==> src/pkg/pwm_timer_pkg.sv <==
package pwm_timer_pkg;

	// Register offsets on the plain register port
	localparam logic [7:0] ADDR_MODE   = 8'h00;
	localparam logic [7:0] ADDR_COUNT  = 8'h01;
	localparam logic [7:0] ADDR_RELOAD = 8'h02;
	localparam logic [7:0] ADDR_DUTY   = 8'h03;
	localparam logic [7:0] ADDR_CTRL   = 8'h04;

	// Reset values
	localparam logic [7:0] MODE_RST  = 8'h00;
	localparam logic [7:0] COUNT_RST = 8'h00;
	localparam logic [7:0] RLD_RST   = 8'h00;
	localparam logic [7:0] DUTY_RST  = 8'h00;
	localparam logic [7:0] CTRL_RST  = 8'h00;

	// Counter limits and prescaler mask base
	localparam logic [7:0] CNT_FULL = 8'hff;
	localparam logic [7:0] CNT_ONE  = 8'h01;
	localparam logic [7:0] PRE_FULL = 8'hff;
	localparam logic [7:0] PRE_ZERO = 8'h00;

	// Program vector taken on the overflow interrupt
	localparam logic [15:0] IRQ_VECTOR = 16'h000c;

	// Field positions in the control register
	localparam int CTRL_FLAG_BIT = 0;
	localparam int CTRL_BUSY_BIT = 4;

	// Mode register layout, bit 7 down to bit 0
	typedef struct packed {
		logic       run;
		logic [2:0] rate;
		logic       cks;
		logic       phase;
		logic       pulse;
		logic       pwm;
	} mode_t;

	// Control register layout, bit 7 down to bit 0
	typedef struct packed {
		logic [3:0] rsvd;
		logic       edge_sel;
		logic       trig_src;
		logic       ien;
		logic       flag;
	} ctrl_t;

	// Shared pin drive pair
	typedef struct packed {
		logic out;
		logic oe;
	} pin_t;

endpackage : pwm_timer_pkg

==> src/core/pwm_timer.sv <==
`timescale 1ns/1ps
module pwm_timer
	import pwm_timer_pkg::*;
(
	input  wire logic       clk_sys,     // System clock, 100 MHz
	input  wire logic       resetn,      // Synchronous reset, active low
	input  wire logic [7:0] reg_addr,    // Register address
	input  wire logic [7:0] reg_wdata,   // Register write data
	input  wire logic       reg_wr,      // Write strobe
	input  wire logic       reg_rd,      // Read strobe
	output logic      [7:0] reg_rdata,   // Read data, cycle after strobe
	input  wire logic       fcpu_en,     // Instruction clock enable pulse
	input  wire logic       fhosc_en,    // Fast oscillator enable pulse
	input  wire logic       cmp0_out,    // Comparator 0 output level
	input  wire logic       comp_tmo,    // Companion timer timeout pulse
	input  wire logic       gpio_out,    // GPIO output value for the pin
	input  wire logic       gpio_oe,     // GPIO output enable for the pin
	output logic            pin_out,     // Shared pin output value
	output logic            pin_oe,      // Shared pin output enable
	output logic            timer_irq,   // Overflow interrupt request
	output logic            wake_req     // System wake request, never raised
);

	// State registers
	mode_t      mode_r;
	mode_t      mode_nxt;
	ctrl_t      ctrl_r;
	ctrl_t      ctrl_nxt;
	logic [7:0] count_r;
	logic [7:0] count_nxt;
	logic [7:0] rld_buf_r;
	logic [7:0] rld_act_r;
	logic [7:0] rld_act_nxt;
	logic [7:0] duty_r;
	logic [7:0] pre_r;
	logic [7:0] pre_nxt;
	logic       busy_r;
	logic       busy_nxt;
	logic       cmp_s1_r;
	logic       cmp_s2_r;
	logic       cmp_s3_r;
	pin_t       pin_r;
	pin_t       pin_nxt;
	logic [7:0] rdata_r;
	logic [7:0] rdata_nxt;
	logic       irq_r;
	logic       wake_r;

	// Register decode
	wire wr_mode  = reg_wr && (reg_addr == ADDR_MODE);
	wire wr_count = reg_wr && (reg_addr == ADDR_COUNT);
	wire wr_rld   = reg_wr && (reg_addr == ADDR_RELOAD);
	wire wr_duty  = reg_wr && (reg_addr == ADDR_DUTY);
	wire wr_ctrl  = reg_wr && (reg_addr == ADDR_CTRL);

	// Prescaler source and divide mask
	wire       src_en   = mode_r.cks ? fhosc_en : fcpu_en;
	wire [7:0] pre_mask = PRE_FULL >> mode_r.rate;
	wire       tick     = src_en && ((pre_r & pre_mask) == pre_mask);

	// Comparator edge from the synchronised level
	wire rise_edge = cmp_s2_r && !cmp_s3_r;
	wire fall_edge = !cmp_s2_r && cmp_s3_r;
	wire cmp_edge  = ctrl_r.edge_sel ? fall_edge : rise_edge;

	// One-shot trigger selection
	wire trig_sel = ctrl_r.trig_src ? cmp_edge : mode_r.pwm;
	wire trig_req = mode_r.run && mode_r.pulse && !busy_r && trig_sel;
	wire kill     = comp_tmo && busy_r;

	// Counting enable and overflow
	wire cnt_go = tick && mode_r.run && (!mode_r.pulse || busy_r);
	wire ovf    = cnt_go && (count_r == CNT_FULL);
	wire sw_end = ovf && mode_r.pulse && !ctrl_r.trig_src;

	// Reload buffer moves to the active copy at overflow or while idle
	wire rld_move = ovf || !mode_r.run || (mode_r.pulse && !busy_r);

	// Output levels before phase selection
	wire pwm_hi   = (count_r < duty_r);
	wire pulse_hi = (count_nxt != CNT_FULL);  // Aligned with the counter, not one cycle behind

	// Prescaler restarts on a trigger so the first tick is a full period
	always_comb
	begin
		pre_nxt = pre_r;
		if (!mode_r.run || trig_req)
			pre_nxt = PRE_ZERO;
		else if (src_en)
			pre_nxt = pre_r + CNT_ONE;
	end

	// Counter: software write, then reload, then increment
	always_comb
	begin
		count_nxt = count_r;
		if (wr_count)
			count_nxt = reg_wdata;
		else if (ovf)
			count_nxt = rld_act_nxt;                // New reload lands at this overflow
		else if (cnt_go)
			count_nxt = count_r + CNT_ONE;
	end

	// Active reload copy
	assign rld_act_nxt = rld_move ? rld_buf_r : rld_act_r;

	// Mode register; timeout clears run and pulse, overflow ends a software shot
	always_comb
	begin
		mode_nxt = wr_mode ? mode_t'(reg_wdata) : mode_r;
		if (sw_end && !wr_mode)
			mode_nxt.pwm = 1'b0;
		if (kill)
		begin
			mode_nxt.run   = 1'b0;
			mode_nxt.pulse = 1'b0;
		end
	end

	// Control register; overflow sets the flag and wins over a clear
	always_comb
	begin
		ctrl_nxt = wr_ctrl ? ctrl_t'(reg_wdata) : ctrl_r;
		ctrl_nxt.rsvd = 4'h0;
		ctrl_nxt.flag = ovf || (ctrl_r.flag && !(wr_ctrl && !reg_wdata[CTRL_FLAG_BIT]));
		if (kill)
			ctrl_nxt.trig_src = 1'b0;
	end

	// Pulse in progress
	always_comb
	begin
		busy_nxt = busy_r;
		if (trig_req)
			busy_nxt = 1'b1;
		if (ovf || kill || !mode_r.pulse || !mode_r.run)
			busy_nxt = 1'b0;
	end

	// Pin selection: pulse, PWM, or the GPIO state as it stands
	always_comb
	begin
		pin_nxt.out = gpio_out;
		pin_nxt.oe  = gpio_oe;
		if (mode_r.pulse && busy_nxt)
		begin
			pin_nxt.out = pulse_hi ^ mode_r.phase;
			pin_nxt.oe  = 1'b1;
		end
		else if (!mode_r.pulse && mode_r.pwm)
		begin
			pin_nxt.out = pwm_hi ^ mode_r.phase;
			pin_nxt.oe  = 1'b1;
		end
	end

	// Read data mux; reload is write-only and unmapped reads give zero
	always_comb
	begin
		rdata_nxt = 8'h00;
		if (reg_rd)
		begin
			case (reg_addr)
				ADDR_MODE:  rdata_nxt = mode_r;
				ADDR_COUNT: rdata_nxt = count_r;
				ADDR_DUTY:  rdata_nxt = duty_r;
				ADDR_CTRL:
				begin
					rdata_nxt = ctrl_r;
					rdata_nxt[CTRL_BUSY_BIT] = busy_r;
				end
				default:    rdata_nxt = 8'h00;
			endcase
		end
	end

	// Timer state
	always_ff @(posedge clk_sys)
	begin
		if (!resetn)
		begin
			mode_r    <= mode_t'(MODE_RST);
			ctrl_r    <= ctrl_t'(CTRL_RST);
			count_r   <= COUNT_RST;
			rld_act_r <= RLD_RST;
			pre_r     <= PRE_ZERO;
			busy_r    <= 1'b0;
		end
		else
		begin
			mode_r    <= mode_nxt;
			ctrl_r    <= ctrl_nxt;
			count_r   <= count_nxt;
			rld_act_r <= rld_act_nxt;
			pre_r     <= pre_nxt;
			busy_r    <= busy_nxt;
		end
	end

	// Software-written buffers
	always_ff @(posedge clk_sys)
	begin
		if (!resetn)
		begin
			rld_buf_r <= RLD_RST;
			duty_r    <= DUTY_RST;
		end
		else
		begin
			if (wr_rld)
				rld_buf_r <= reg_wdata;
			if (wr_duty)
				duty_r <= reg_wdata;
		end
	end

	// Comparator synchroniser and edge history
	always_ff @(posedge clk_sys)
	begin
		if (!resetn)
		begin
			cmp_s1_r <= 1'b0;
			cmp_s2_r <= 1'b0;
			cmp_s3_r <= 1'b0;
		end
		else
		begin
			cmp_s1_r <= cmp0_out;
			cmp_s2_r <= cmp_s1_r;
			cmp_s3_r <= cmp_s2_r;
		end
	end

	// Registered outputs
	always_ff @(posedge clk_sys)
	begin
		if (!resetn)
		begin
			pin_r   <= '0;
			rdata_r <= 8'h00;
			irq_r   <= 1'b0;
			wake_r  <= 1'b0;
		end
		else
		begin
			pin_r   <= pin_nxt;
			rdata_r <= rdata_nxt;
			irq_r   <= ctrl_nxt.flag && ctrl_nxt.ien;
			wake_r  <= 1'b0;
		end
	end

	assign pin_out   = pin_r.out;
	assign pin_oe    = pin_r.oe;
	assign reg_rdata = rdata_r;
	assign timer_irq = irq_r;
	assign wake_req  = wake_r;
endmodule : pwm_timer

==> config.mk <==
export PLATFORM = sky130hd
export DESIGN_NAME = pwm_timer
export DESIGN_NICKNAME = d
export VERILOG_FILES = /design/src/pkg/pwm_timer_pkg.sv /design/src/core/pwm_timer.sv
export SDC_FILE = /design/constraint.sdc
export NUM_CORES = 1
export LEC_CHECK = 0
export BUFFER_PORTS_ARGS = -buffer_cell sky130_fd_sc_hd__buf_2
export CORE_AREA = 2 2 74 76
export DETAILED_ROUTE_END_ITERATION = 12
export DIE_AREA = 0 0 76 78
export GPL_TIMING_DRIVEN = 1
export PLACE_DENSITY_LB_ADDON = 0.3
export SYNTH_ARGS = -nofsm -noshare
export SYNTH_HDL_FRONTEND = slang
export SYNTH_SLANG_ARGS = --single-unit
==> constraint.sdc <==
create_clock -name clk_sys -period 5.9 [get_ports clk_sys]
set_input_delay 0.59 -clock clk_sys [delete_from_list [all_inputs] [get_ports clk_sys]]
set_output_delay 0.59 -clock clk_sys [all_outputs]
set_load 0.1 [all_outputs]
==> qor.yml <==
outcome:
  status: "finished clean"
sta:
  slew_headroom_pct: 25.7
  setup_viol: 0
  max_freq_mhz: 335
  period_minus_slack_ns: 2.98
  final-hold-violation-count: 0
  tns_ns: 0
  tightest_slew_ns: 1.11
  clock_skew_ns: 0.00810
  whs_ns: 0.435
  grt_setup_unrepaired: "no"
  drv_slew: 0
  fin_crit_sh_pct: 50.5
power_and_ir_drop:
  switching_share_pct: 24.4
  power.leakage_uw: 0.00130
  internal_power_uw: 619
  power_density_nw_per_um2: 235
  pwr-share-comb_pct: 4.8
  p_seq_share_pct: 48.9
  total_switching_power_uw: 199
  vdd_drop_max_mv: 0.164
  clkPwrFrac_pct: 46.3
clock_network:
  clk_latency_ns: 0.35
  post_cts_buffers: 0
  root_buffer: "clkbuf_8"
  clock_sinks: 59
  cts-htree-levels: 3
  cts_resized: 0
  hold_buffers: 0
  clockBufferDepth: 2
  clk_pin_slew_worst_paths_ns: 0.07
  cts_buffers: 9
  tritoncts: "done"
die:
  start_util_pct: 61.8
  core_um2: 5040
  ios: 38
  fp.dieArea_um2: 5930
  rows: 26
  chipWidth_um: 76
  die_height_um: 78
placed_design:
  post-dp-hpwl_mm: 5.01
  port_buffers: 36
  routabilityCongestion: 0.914
drt:
  vias: 2640
  ant_nets: 0
  routedWlPerCell_um: 15.6
  wl_mm: 6.98
  drtPass1Iterations: 5
  first_iter_violations: 266
  drc: 0
  vias_per_cell: 5.88
synthesis:
  yosysMostFrequentCell: "dfxtp_1"
  synth_warnings: 0
  yosys-top-cells-count: "dfxtp_1 (59), nand2_1 (37), mux2i_1 (22)"
  netlist_instances: 345
  yosys.area.top_type_share_pct: 37.9
  synth_cell_types: 64
  ys_ff_latch: 59
  ys.flop_type: "dfxtp_1"
  syn-cell-area_um2: 3120
  synth_top_area_cell: "dfxtp_1"
  syn_nets: 380
  synth_top_cells_by_area: "dfxtp_1 (38%), mux2i_1 (7.1%), nand2_1 (4.5%), nor2b_1 (4.2%), ha_1 (3.6%)"
  synth-async-reset-ratio_pct: 0
  yosysSeqAreaShare_pct: 37.9
  syn_area_per_cell_um2: 9.03
  synth_edf_count: 0
global_route:
  grt_max_degree: 43
  use_met2_pct: 41.1
  grt.total_usage_pct: 25.0
  antenna_found_initial: 0
  grt_util_met1_pct: 32.2
  busiest_layer: "met2"
  use_met3_pct: 3.72
  grt_pass1_vias: 2444
  grt_pass1_wl_mm: 11.6
  overflow: 0
cells_and_area:
  final_util_pct: 69.0
  fillers: 402
  final-seq-area_um2: 1180
  nets: 409
  drive_above_1_share_pct: 20.1
  diodes: 0
  multi_input_area_um2: 1790
  syn2layout_area_growth_pct: 11.6
critical_path:
  cp-end-kind: "flip-flop"
  worstPathMaxFanout: 17
  crit_path_start_kind: "primary input"
  critPathKind: "in2reg"
  r2r_slack_ns: 3.30
  worstPathRequired_ns: 6.12
  cp.arrival_ns: 3.21
hold_path:
  hp-class: "reg2reg"
flow_run:
  drv_cap: 0
state kept, by name, summed over array words and instances (netlist names):
register   flops
busy_r         1
pre_r          8
cmp_s3_r       1
cmp_s1_r       1
pin_out        1
rld_buf_r      8
reg_rdata      8
cmp_s2_r       1
mode_r         8
ctrl_r         4
count_r        8
duty_r         8
timer_irq      1
pin_oe         1
worst max-delay path, stage by stage:
cell and delay, ns:
buf_2 0.10, or4_1 0.55, nor4_1 0.30, nor2b_1 0.92, nand2_1 0.39, o311ai_0 0.20
a21boi_0 0.14
final timing paths:
path,from,endpoint,cells past startpoint
setup / recovery,reg_addr[5],mode_r[0],7
hold / removal,cmp_s1_r,cmp_s2_r,1
setup reg to reg,count_r[1],pin_out,9
hold reg to reg,cmp_s1_r,cmp_s2_r,1
metrics by stage:
| step | instance area (um2) | setup slack, ns | total power [uW] | instances |
|---|---|---|---|---|
| floorplan | 3120 | 3.53 | 432 | 345 |
| global placement | 3280 | 2.70 | 449 | 433 |
| detailed placement | 3280 | 2.60 | 449 | 433 |
| CTS | 3480 | 2.97 | 821 | 449 |
| global route | 3480 | 2.60 | 842 | 449 |
| finish | 3480 | 2.92 | 819 | 449 |
routing by layer:
metal / up-vias / wire length [um]
met5: - / 0
met4: 0 / 155
met3: 13 / 434
met2: 98 / 3260
met1: 1241 / 3130
li1: 1288 / -
power by group through the flow:
stage / Sequential, uW / Combinational [uW] / Clock (uW)
floorplan: 415 / 17.3 / 0
global placement: 410 / 38.8 / 0
detailed placement: 410 / 39.0 / 0
CTS: 401 / 39.3 / 381
global route: 401 / 42.1 / 399
finish: 401 / 39.3 / 379
placed cells by master (no fill, tap or decap), drive strengths merged, types with 8 or more instances in the layout:
master  instances
dfxtp          59
nand2          37
buf            36
mux2i          22
nand3          21
nor2b          21
nor2           16
a21oi          14
and2           13
o21ai          12
inv            11
clkbuf         10
ha              9
a22oi           9
a21boi          8
mux2            8
kinds of logic after synthesis:
| logic type | share of synthesized area (%) |
|---|---|
| AOI/OAI and AO/OA | 16.7 |
| xor gates and xnor gates | 1.97 |
| adders and majority gates | 3.97 |
| buffers and inverters | 4.82 |
| DFF | 37.9 |
| muxes | 10.1 |
| other | 0.120 |
| and+or+nand+nor | 24.4 |
area by class of cell:
class                   instances  area share, %
repair buffers                 36           5.18
well taps                      70           2.52
flip-flops and latches         59           34.0
multi-input cells             257           51.3
inverters                      11           1.19
clock inverters                 6           1.87
clock buffers                  10           3.96
Power figures use the tool's default switching activity.
